--- config.mk ---
export PLATFORM = sky130hd
export DESIGN_NAME = six_channel_pwm
export DESIGN_NICKNAME = d
export VERILOG_FILES = /design/src/hdl/six_channel_pwm.v
export VERILOG_INCLUDE_DIRS = /design/src /design/src/hdl
export SDC_FILE = /design/constraint.sdc
export NUM_CORES = 1
export LEC_CHECK = 0
export BUFFER_PORTS_ARGS = -buffer_cell sky130_fd_sc_hd__buf_4
export CAP_MARGIN = 20
export CORE_ASPECT_RATIO = 0.5
export CORE_UTILIZATION = 55
export DETAILED_ROUTE_END_ITERATION = 8
export PLACE_DENSITY = 0.76
export SYNTH_ARGS = -nofsm -noshare
export SYNTH_HDL_FRONTEND = slang
export SYNTH_SLANG_ARGS = --single-unit
--- constraint.sdc ---
create_clock -name clk -period 25.7 [get_ports clk]
set_input_delay 5.14 -clock clk [delete_from_list [all_inputs] [get_ports clk]]
set_output_delay 5.14 -clock clk [all_outputs]
set_load 0.01 [all_outputs]
--- src/hdl/pwm_defs.vh ---
// Purpose: Register map and reset values of the six channel modulator
// Assumes: APB byte addresses, one 32-bit word per register
// Notes:   Definitions only
`ifndef PWM_DEFS_VH
`define PWM_DEFS_VH

// ----------------------------------------------------------------
// Register offsets
// ----------------------------------------------------------------
`define OFS_CTRL      8'h00
`define OFS_PRESC     8'h04
`define OFS_PERIOD    8'h08
`define OFS_SYNC_DLY  8'h0c
`define OFS_HOLD_LVL  8'h10
`define OFS_COUNT     8'h14
`define OFS_INT_STAT  8'h18
`define OFS_INT_MASK  8'h1c
`define OFS_CAP0      8'h20
`define OFS_CAP1      8'h24
`define OFS_CAP2      8'h28
`define OFS_EDGE_BASE 2'b01

// ----------------------------------------------------------------
// Control bits
// ----------------------------------------------------------------
`define CTRL_RUN      0
`define CTRL_ONCE     1
`define CTRL_HOLD_EN  2
`define CTRL_BURST    3
`define CTRL_SLAVE    4
`define CTRL_LOAD     5
`define CTRL_HOLD_CLR 6
`define CTRL_ACTIVE   7

// ----------------------------------------------------------------
// Status bit positions
// ----------------------------------------------------------------
`define ST_RISE       0
`define ST_FALL       6
`define ST_CAP        12
`define ST_OVF        15
`define ST_HOLD       16
`define ST_W          17

// ----------------------------------------------------------------
// Reset values
// ----------------------------------------------------------------
`define RST_PRESC     16'h0000
`define RST_PERIOD    16'hffff
`define RST_EDGE      16'h0000
`define RST_DLY       16'h0000

`endif

--- src/hdl/six_channel_pwm.v ---
// Purpose: Six output double edge modulator with hold, capture, burst
//          and master/slave period alignment
// Assumes: One clock; chained neighbours run on the same clock
// Notes:   Software values reach the counters via shadow copies
//
// Operation
// - Six independent match outputs, all timed by one period counter.
// - Each output has its own rising and falling edge position.
// - Each rise or fall match can raise an individually masked interrupt.
// - Continuous mode repeats periods; run-once stops after one period.
// - Sixteen-bit prescaler divides clock and steps sixteen-bit counter.
// - Fault event holds outputs at software levels, optional interrupt.
// - Three capture pins latch the counter, optional interrupt.
// - Interrupts from match, capture, overflow and fault hold.
// - Burst mode gates the modulated waveform with an external carrier.
// - Master emits a one-cycle period sync pulse at each restart.
// - Shadow-load pulse accompanies sync only when shadows were loaded.
// - Programmable delay before the sync and shadow-load pulses.
// - Slave restarts on incoming sync, loads shadows on incoming load.
// - Chaining runs one way, module n master over module n plus one.
// - Prescaler and sync delay count module clock periods; period counter and edge values count prescaler steps.
// - Counters use shadow copies; bus side holds the system registers.
//
// Design decisions made here: the register offsets and the APB slave port.
`include "pwm_defs.vh"
`default_nettype none

module six_channel_pwm #(
  parameter NCH = 6,
  parameter CW  = 16
) (
  input  wire            clk,              // Module clock
  input  wire            rst_b,            // Async reset, active low
  input  wire            psel,             // APB select
  input  wire            penable,          // APB access phase
  input  wire            pwrite,           // APB write
  input  wire [7:0]      paddr,            // APB byte address
  input  wire [31:0]     pwdata,           // APB write data
  output reg  [31:0]     prdata,           // APB read data
  output wire            pready,           // APB ready
  output wire            pslverr,          // APB error
  input  wire [2:0]      capture_pin,      // Capture inputs
  input  wire            hold_pin,         // Fault input
  input  wire            carrier_pin,      // Burst carrier input
  output reg  [NCH-1:0]  match_output_pin, // Modulated outputs
  input  wire            period_sync_in,   // Sync from master
  input  wire            shadow_load_in,   // Load from master
  output reg             period_sync_out,  // Sync to slave
  output reg             shadow_load_out,  // Load to slave
  output reg             irq               // Interrupt level
);

  // ----------------------------------------------------------------
  // Reset release
  // ----------------------------------------------------------------
  reg rst_q1_r;
  reg rst_b_r;
  wire rst_n;

  always @(posedge clk or negedge rst_b) begin
    if (!rst_b) begin
      rst_q1_r <= 1'b0;
      rst_b_r  <= 1'b0;
    end else begin
      rst_q1_r <= 1'b1;
      rst_b_r  <= rst_q1_r;
    end
  end

  assign rst_n = rst_b_r;

  // ----------------------------------------------------------------
  // Pin synchronisers and agreement filter
  // ----------------------------------------------------------------
  // Bits: 2:0 capture, 3 fault, 4 carrier
  wire [4:0] pins;
  reg  [4:0] s1_r;
  reg  [4:0] s2_r;
  reg  [4:0] s3_r;
  reg  [4:0] flt_r;
  reg  [4:0] flt_d_r;
  wire [4:0] flt_nxt;
  wire [4:0] rise_ev;

  assign pins    = {carrier_pin, hold_pin, capture_pin};
  // Level changes only once the last two stages agree
  assign flt_nxt = (s2_r & s3_r) | (flt_r & (s2_r ^ s3_r));
  assign rise_ev = flt_r & ~flt_d_r;

  always @(posedge clk or negedge rst_n) begin
    if (!rst_n) begin
      s1_r    <= 5'h00;
      s2_r    <= 5'h00;
      s3_r    <= 5'h00;
      flt_r   <= 5'h00;
      flt_d_r <= 5'h00;
    end else begin
      s1_r    <= pins;
      s2_r    <= s1_r;
      s3_r    <= s2_r;
      flt_r   <= flt_nxt;
      flt_d_r <= flt_r;
    end
  end

  // ----------------------------------------------------------------
  // System registers
  // ----------------------------------------------------------------
  reg  [7:0]      ctrl_r;
  reg  [CW-1:0]   presc_r;
  reg  [CW-1:0]   period_r;
  reg  [CW-1:0]   dly_r;
  reg  [NCH-1:0]  lvl_r;
  reg  [`ST_W-1:0] stat_r;
  reg  [`ST_W-1:0] mask_r;
  reg  [CW-1:0]   cap_r [0:2];
  reg  [CW-1:0]   rise_r [0:NCH-1];
  reg  [CW-1:0]   fall_r [0:NCH-1];
  reg             hold_act_r;
  reg             err_r;

  // Shadow copies used by the counters
  reg  [CW-1:0]   presc_s;
  reg  [CW-1:0]   period_s;
  reg  [CW-1:0]   rise_s [0:NCH-1];
  reg  [CW-1:0]   fall_s [0:NCH-1];

  wire acc    = psel & penable;
  wire acc_wr = acc & pwrite;
  wire acc_rd = acc & ~pwrite;
  wire edge_hit = (paddr[7:6] == `OFS_EDGE_BASE) &&
                  (paddr[5:3] < NCH) && (paddr[1:0] == 2'b00);
  wire [2:0] eidx = paddr[5:3];

  assign pready  = 1'b1;
  assign pslverr = acc & err_r;

  // ----------------------------------------------------------------
  // Counters
  // ----------------------------------------------------------------
  reg  [CW-1:0]  pre_r;
  reg  [CW-1:0]  cnt_r;
  reg            run_d_r;
  reg  [CW-1:0]  dcnt_r;
  reg            dpend_r;
  reg            dload_r;

  wire run    = ctrl_r[`CTRL_RUN];
  wire once   = ctrl_r[`CTRL_ONCE];
  wire slave  = ctrl_r[`CTRL_SLAVE];
  wire tick   = run && (pre_r == presc_s);
  wire wrap   = tick && (cnt_r == period_s);
  wire start  = slave ? (run & period_sync_in)
                      : (run & ~run_d_r);
  wire restart  = start | (wrap & ~once);
  wire stop     = wrap & once;
  wire do_load  = slave ? shadow_load_in
                        : (restart & ctrl_r[`CTRL_LOAD]);

  // Match detection on the first prescaler step of each count
  reg [NCH-1:0] mrise;
  reg [NCH-1:0] mfall;
  integer k;

  always @* begin
    mrise = {NCH{1'b0}};
    mfall = {NCH{1'b0}};
    for (k = 0; k < NCH; k = k + 1) begin
      // Start cycle skipped: shadows load on that edge
      mrise[k] = run && !start && (pre_r == {CW{1'b0}}) &&
                 (cnt_r == rise_s[k]);
      mfall[k] = run && !start && (pre_r == {CW{1'b0}}) &&
                 (cnt_r == fall_s[k]);
    end
  end

  always @(posedge clk or negedge rst_n) begin
    if (!rst_n) begin
      pre_r   <= {CW{1'b0}};
      cnt_r   <= {CW{1'b0}};
      run_d_r <= 1'b0;
    end else begin
      run_d_r <= run;
      if (restart || !run) begin
        pre_r <= {CW{1'b0}};
        cnt_r <= {CW{1'b0}};
      end else if (tick) begin
        pre_r <= {CW{1'b0}};
        if (!wrap)
          cnt_r <= cnt_r + {{(CW-1){1'b0}}, 1'b1};
      end else begin
        pre_r <= pre_r + {{(CW-1){1'b0}}, 1'b1};
      end
    end
  end

  // ----------------------------------------------------------------
  // Shadow transfer
  // ----------------------------------------------------------------
  // Master copies only at restart, slave on shadow_load_in, so a period is never torn
  integer j;

  always @(posedge clk or negedge rst_n) begin
    if (!rst_n) begin
      presc_s  <= `RST_PRESC;
      period_s <= `RST_PERIOD;
      for (j = 0; j < NCH; j = j + 1) begin
        rise_s[j] <= `RST_EDGE;
        fall_s[j] <= `RST_EDGE;
      end
    end else if (do_load) begin
      presc_s  <= presc_r;
      period_s <= period_r;
      for (j = 0; j < NCH; j = j + 1) begin
        rise_s[j] <= rise_r[j];
        fall_s[j] <= fall_r[j];
      end
    end
  end

  // ----------------------------------------------------------------
  // Sync and shadow-load pulses with delay
  // ----------------------------------------------------------------
  // A fresh restart during a pending delay replaces the old one
  always @(posedge clk or negedge rst_n) begin
    if (!rst_n) begin
      dcnt_r          <= {CW{1'b0}};
      dpend_r         <= 1'b0;
      dload_r         <= 1'b0;
      period_sync_out <= 1'b0;
      shadow_load_out <= 1'b0;
    end else begin
      period_sync_out <= 1'b0;
      shadow_load_out <= 1'b0;
      if (restart) begin
        if (dly_r == {CW{1'b0}}) begin
          period_sync_out <= 1'b1;
          shadow_load_out <= do_load;
          dpend_r         <= 1'b0;
        end else begin
          dcnt_r  <= dly_r;
          dload_r <= do_load;
          dpend_r <= 1'b1;
        end
      end else if (dpend_r) begin
        if (dcnt_r == {{(CW-1){1'b0}}, 1'b1}) begin
          period_sync_out <= 1'b1;
          shadow_load_out <= dload_r;
          dpend_r         <= 1'b0;
        end
        dcnt_r <= dcnt_r - {{(CW-1){1'b0}}, 1'b1};
      end
    end
  end

  // ----------------------------------------------------------------
  // Outputs
  // ----------------------------------------------------------------
  reg [NCH-1:0] wave_r;
  integer m;

  always @(posedge clk or negedge rst_n) begin
    if (!rst_n) begin
      wave_r <= {NCH{1'b0}};
    end else begin
      for (m = 0; m < NCH; m = m + 1) begin
        if (mrise[m])
          wave_r[m] <= 1'b1;
        else if (mfall[m])
          wave_r[m] <= 1'b0;
      end
    end
  end

  always @(posedge clk or negedge rst_n) begin
    if (!rst_n) begin
      match_output_pin <= {NCH{1'b0}};
    end else if (hold_act_r) begin
      match_output_pin <= lvl_r;
    end else if (ctrl_r[`CTRL_BURST]) begin
      match_output_pin <= wave_r & {NCH{flt_r[4]}};
    end else begin
      match_output_pin <= wave_r;
    end
  end

  // ----------------------------------------------------------------
  // Events and interrupt
  // ----------------------------------------------------------------
  wire hold_ev = rise_ev[3] & ctrl_r[`CTRL_HOLD_EN];
  wire [`ST_W-1:0] ev = {hold_ev, wrap, rise_ev[2:0],
                         mfall, mrise};
  wire stat_clr = acc_rd && (paddr == `OFS_INT_STAT);

  always @(posedge clk or negedge rst_n) begin
    if (!rst_n) begin
      stat_r     <= {`ST_W{1'b0}};
      irq        <= 1'b0;
      hold_act_r <= 1'b0;
    end else begin
      // Only bits reported at setup clear, so no event is lost
      stat_r <= (stat_clr ? (stat_r & ~prdata[`ST_W-1:0]) : stat_r) |
                ev;
      irq    <= |(stat_r & mask_r);
      if (hold_ev)
        hold_act_r <= 1'b1;
      else if (acc_wr && (paddr == `OFS_CTRL) &&
               pwdata[`CTRL_HOLD_CLR])
        hold_act_r <= 1'b0;
    end
  end

  // Capture latches the live count
  integer c;

  always @(posedge clk or negedge rst_n) begin
    if (!rst_n) begin
      for (c = 0; c < 3; c = c + 1)
        cap_r[c] <= {CW{1'b0}};
    end else begin
      for (c = 0; c < 3; c = c + 1)
        if (rise_ev[c])
          cap_r[c] <= cnt_r;
    end
  end

  // ----------------------------------------------------------------
  // APB write side
  // ----------------------------------------------------------------
  integer w;

  always @(posedge clk or negedge rst_n) begin
    if (!rst_n) begin
      ctrl_r   <= 8'h00;
      presc_r  <= `RST_PRESC;
      period_r <= `RST_PERIOD;
      dly_r    <= `RST_DLY;
      lvl_r    <= {NCH{1'b0}};
      mask_r   <= {`ST_W{1'b0}};
      for (w = 0; w < NCH; w = w + 1) begin
        rise_r[w] <= `RST_EDGE;
        fall_r[w] <= `RST_EDGE;
      end
    end else begin
      if (do_load)
        ctrl_r[`CTRL_LOAD] <= 1'b0;
      if (stop)
        ctrl_r[`CTRL_RUN] <= 1'b0;
      if (acc_wr) begin
        case (paddr)
          `OFS_CTRL: begin
            // Software request wins over the hardware clear
            ctrl_r[5:0] <= pwdata[5:0];
          end
          `OFS_PRESC:    presc_r  <= pwdata[CW-1:0];
          `OFS_PERIOD:   period_r <= pwdata[CW-1:0];
          `OFS_SYNC_DLY: dly_r    <= pwdata[CW-1:0];
          `OFS_HOLD_LVL: lvl_r    <= pwdata[NCH-1:0];
          `OFS_INT_MASK: mask_r   <= pwdata[`ST_W-1:0];
          default: begin
            if (edge_hit && paddr[2])
              fall_r[eidx] <= pwdata[CW-1:0];
            else if (edge_hit)
              rise_r[eidx] <= pwdata[CW-1:0];
          end
        endcase
      end
    end
  end

  // ----------------------------------------------------------------
  // APB read side
  // ----------------------------------------------------------------
  // Data and error are latched in the setup cycle, so no wait states
  reg [31:0] rd_nxt;
  reg        err_nxt;

  always @* begin
    rd_nxt  = 32'h0000_0000;
    err_nxt = 1'b0;
    case (paddr)
      `OFS_CTRL:     rd_nxt[7:0] = {run, hold_act_r, ctrl_r[5:0]};
      `OFS_PRESC:    rd_nxt[CW-1:0] = presc_r;
      `OFS_PERIOD:   rd_nxt[CW-1:0] = period_r;
      `OFS_SYNC_DLY: rd_nxt[CW-1:0] = dly_r;
      `OFS_HOLD_LVL: rd_nxt[NCH-1:0] = lvl_r;
      `OFS_COUNT:    rd_nxt[CW-1:0] = cnt_r;
      `OFS_INT_STAT: rd_nxt[`ST_W-1:0] = stat_r;
      `OFS_INT_MASK: rd_nxt[`ST_W-1:0] = mask_r;
      `OFS_CAP0:     rd_nxt[CW-1:0] = cap_r[0];
      `OFS_CAP1:     rd_nxt[CW-1:0] = cap_r[1];
      `OFS_CAP2:     rd_nxt[CW-1:0] = cap_r[2];
      default: begin
        if (edge_hit && paddr[2])
          rd_nxt[CW-1:0] = fall_r[eidx];
        else if (edge_hit)
          rd_nxt[CW-1:0] = rise_r[eidx];
        else
          err_nxt = 1'b1;
      end
    endcase
  end

  always @(posedge clk or negedge rst_n) begin
    if (!rst_n) begin
      prdata <= 32'h0000_0000;
      err_r  <= 1'b0;
    end else if (psel && !penable) begin
      prdata <= pwrite ? 32'h0000_0000 : rd_nxt;
      err_r  <= err_nxt;
    end
  end

  // Chain order is fixed by wiring sync_out of n to sync_in of n+1

endmodule // six_channel_pwm

`default_nettype wire
; ---- Yosys cells after proc, flatten, opt, wreduce, memory -nomap -nowiden
; Cells that the tools add are included.
[op_classes]
add_sub_neg = 3
magnitude_cmp = 3
eq_ne = 28
n_mux = 63
bitwise = 29
reduce_logical = 56
[op_table]
columns = cell, n
row1 = 16-bit two-way mux, 15
row2 = 16-bit equality test, 14
row3 = 96-bit bitwise mux, 2
row4 = 16-bit binary-select mux with 3-bit select, 2
row5 = 8-bit one-hot mux with 10 select lines, 1
row6 = 6-bit one-hot mux with 11 select lines, 1
row7 = 16-bit demux with 3-bit select, 1
row8 = 17-bit AND, 2
row9 = 17-bit two-way mux, 2
row10 = 1-bit two-way mux, 33
row11 = 16-bit by 1-bit adder with 16-bit output (second input constant), 2
row12 = 8-bit by 5-bit equality test with 1-bit output (second input constant), 4
row13 = 16-bit logical NOT, 2
row14 = 8-bit by 6-bit equality test with 1-bit output (second input constant), 3
row15 = 1-bit logical AND, 24
row16 = 6-bit two-way mux, 4
row17 = 2-bit one-hot mux with 11 select lines, 1
row18 = 2-bit AND reduction, 9
row19 = 2-bit nonzero test, 9
row20 = 17-bit NOT, 1
row21 = 17-bit OR, 1
row22 = 17-bit OR reduction, 1
row23 = 16-bit by 1-bit equality test with 1-bit output (second input constant), 1
row24 = 8-bit by 4-bit equality test with 1-bit output (second input constant), 2
row25 = 28 further kinds, 45
[totals]
reg_bits = 684
inputBits = 52
elab_cells = 245

; ---- Depth between registers and ports, before layout
[depth]
ltp_word = 10
depth_mapped = 12

; ---- Worst setup path after synthesis
; No wires, ideal clock.
[synth_timing]
path_type = input -> output
from = input port penable
to = output port pslverr
arrival_ns = 5.320
path_slack_ns = 15.240
cell_stages = 1
n_path_buf = 0
cell_sequence = and3_1
[synth_via]
elab_chain_cells = 2
[synth_lines]
columns = item, line_no
row1 = from (decl), six_channel_pwm.v:35  ; input wire penable,
row2 = 1-bit AND, six_channel_pwm.v:128  ; wire acc = psel & penable;
row3 = 1-bit AND, six_channel_pwm.v:136  ; assign pslverr = acc & err_r;
row4 = to (decl), six_channel_pwm.v:41  ; output wire pslverr,
; Every way passes these cells.

; ---- Worst setup path in the final report
; Same ends and word-level chain as after synthesis.

==> metrics.md <==
| Metric | Value |
|---|---|
| Routed len/inst | `27.0 um` |
| Area contributors post-synth | `dfrtp_1 (51%), mux2_2 (19%), xnor2_1 (6.3%)` |
| Mean Syn Cell Area | `12.6 um2` |
| Gate power share | `6.2%` |
| Largest net degree at the start of global routing | `187` |
| Pleak | `16.0 nW` |
| Num rows | `61` |
| Sequential power share | `50.9%` |
| Antenna violations before repair | `2` |
| Layout cell share with drive strength beyond 1 | `32.3%` |
| Required @ worst endpoint | `20560 ps` |
| Final GP Congestion | `0.976` |
| Vias in the first global route | `20500` |
| Core Area | `0.0557 mm2` |
| Pwr Density | `63.8 mW/mm2` |
| Slew headroom | `23.2%` |
| Slew @ Worst Pin | `1150 ps` |
| CTS H-tree depth | `2` |
| Final Skew | `28.0 ps` |
| RSZ-0062 raised after global routing | `no` |
| Inst Count DP | `3178` |
| Commonest non-fill, non-tap cells in the layout | `dfrtp_1 (636), mux2_2 (534), xnor2_1 (223)` |
| Crit-path most repeated cell | `buf_4` |
| Die W | `338 um` |
| Post-Synthesis Cells | `2476` |
| Largest stage delay, worst path | `150 ps` |
| Gr ovfl total | `0` |
| Initial Util | `55.9%` |
| Later-pin clock latency in the skew report | `630 ps` |
| Cell variety after synth | `71` |
| Post-route antenna net violation count | `0` |
| CTS resizes | `0` |
| Max-slew violation count | `0` |
| TritonCTS Sinks | `669` |
| Syn Std Cell Area | `0.0311 mm2` |
| EDFF count, synth | `0` |
| Run status | `completed` |
| Filler instances | `4263` |
| Clock Tree Root | `clkbuf_16` |
| CTS Buf Count | `58` |
| Tightest hold margin | `350 ps` |
| Minimum clock period | `10680 ps` |
| Drt initial violations | `2846` |
| Synth area leader | `dfrtp_1` |
| Top_reg_cell synth | `dfrtp_1` |
| Critical-path top delay cell | `and3_1` |
| Highest Clock Rate | `0.0936 GHz` |
| Die height | `170 um` |
| Ys Warns | `0` |
| Final Core Density | `61.5%` |
| Worst Hold Class | `flip-flop to flip-flop` |
| Total number of vias | `21200` |
| DR DRC count | `0` |
| Crit Path Class | `input pin to primary output` |
| Final setup viols | `0` |
| Net Switching | `0.525 mW` |
| # hold bufs at CTS | `0` |
| Asr flop ratio synth | `100%` |
| Via density | `6.44` |
| Sw Share | `24.0%` |
| Area grow syn2layout | `10.1%` |
| CTS tree | `yes` |
| Fin. Hold Viols | `0` |
| Most common cell after layout, fill and taps aside | `dfrtp_1` |
| Register area share after synthesis | `53.9%` |
| First-pass GRT wire length | `133000 um` |
| Maximum resistive drop on vdd | `53.8 uV` |
| Cell internal pwr | `1.66 mW` |
| Setup tns final | `0 ps` |
| Max Cap Viol | `0` |
| Final Net Count | `2547` |
| CP endpoint kind | `primary output` |
| DR pass1 iterations | `7` |
| Wirelength, routed | `89000 um` |
| CP arrival | `5540 ps` |
| Synth Register Bits | `669` |
| Post-synth top area share | `51.2%` |
| Clk pwr share | `42.9%` |
| Boundary pin count | `95` |
| DP HPWL | `57500 um` |
| Worst-path clk slew | `70 ps` |
| PortBufs | `63` |
| Post-CTS Setup Inserts | `0` |
| Crit path max fanout | `4` |
| Crit-path cells | `buf_4 -> and3_1 -> buf_4` |
| Non-Filler Instances | `3292` |
| CP Launch Type | `input pin` |
| All-Layer GR Usage | `30.8%` |
| Final period util | `41.6%` |
| Full die area | `0.0576 mm2` |
| Longest Clk Path Bufs | `3` |
## critical path: cells and delay by family
family        cells  cell delay [ps]
simple gates      1              150
buf+inv           2              260
## cell families after synthesis
kind of cell    after synthesis  share of synthesized area (%)
fa+ha+maj                    10                          0.402
flops                       669                           53.9
buf+inv                     194                           3.01
simple gates                490                           8.02
other cells                   2                         0.0241
mux                         579                           21.1
compound gates              285                           6.59
xor+xnor                    247                           6.95
## per-layer routing
layer	GRT usage (%)	wire [um]	up-vias
li1	-	-	8935
met1	44.1	37500	11000
met2	45.5	38700	1059
met3	7.98	9500	215
met4	11.2	3250	2
met5	0	13	-
## power groups by stage
stage,combinational (mW),clock (mW),sequential [mW]
CTS,0.132,0.942,1.11
detailed placement,0.132,0,1.13
global placement,0.129,0,1.13
global route,0.147,0.985,1.11
floorplan,0.0719,0,1.13
finish,0.135,0.939,1.11
## layout make-up
class	instances	area (um2)	area share, %
inverter	24	90.1	0.263
timing repair buffer	104	866	2.53
clock inverter	21	269	0.785
tap	756	946	2.76
multi-input combinational	1628	13500	39.4
sequential	669	16800	49.0
antenna	1	2.50	0.00730
clock buffer	89	1800	5.25
## path summary, 6_finish.rpt
path                            from    endpoint  slack, ps  depth (start not counted)
setup / recovery             penable     pslverr      15020                          3
hold / removal               s1_r[3]     s2_r[3]        350                          0
setup reg to reg           cnt_r[10]  rise_s[84]      19810                         10
hold reg to reg              s1_r[3]     s2_r[3]        350                          0
max in group asynchronous      rst_b     rst_b_r      21300                          1
min in group asynchronous    rst_b_r  rise_s[63]        440                          0
## sequential cells by signal, summed over array words and instances, names as in the netlist, 6 cells and up
register          flops
presc_s              16
cnt_r                16
match_output_pin      6
dly_r                16
wave_r                6
dcnt_r               16
prdata               17
cap_r                48
period_s             16
fall_r               96
ctrl_r                6
lvl_r                 6
pre_r                16
presc_r              16
rise_r               96
stat_r               17
mask_r               17
rise_s               96
period_r             16
fall_s               96
## metrics by stage
stage / setup WS [ps] / instance area [um2] / power, mW
5_1_grt: 14990 / 34300 / 2.25
3_3_place_gp: 15020 / 32100 / 1.26
6_report: 15020 / 34300 / 2.19
2_1_floorplan: 5730 / 31200 / 1.21
4_1_cts: 15020 / 34200 / 2.19
3_5_place_dp: 15020 / 32100 / 1.26
## cells in the mapped netlist, types with 8 or more instances
cell type and number:
a21o_1 13, a21oi_1 46, a221o_1 8, a221oi_1 8
a222oi_1 38, a22oi_1 25, a31oi_1 8, and3_1 20
buf_1 30, buf_2 29, buf_4 38, clkbuf_1 69
dfrtp_1 637, dfstp_2 32, ha_1 10, inv_1 23
mux2_2 534, mux2i_1 35, mux4_2 8, nand2_1 168
nand2_2 9, nand3_1 35, nand4_1 61, nor2_1 82
nor3_1 25, nor4_1 30, o21ai_0 54, o221ai_1 10
o22ai_1 19, or3_1 9, xnor2_1 223, xor2_1 24
Power figures use the tool's default switching activity.
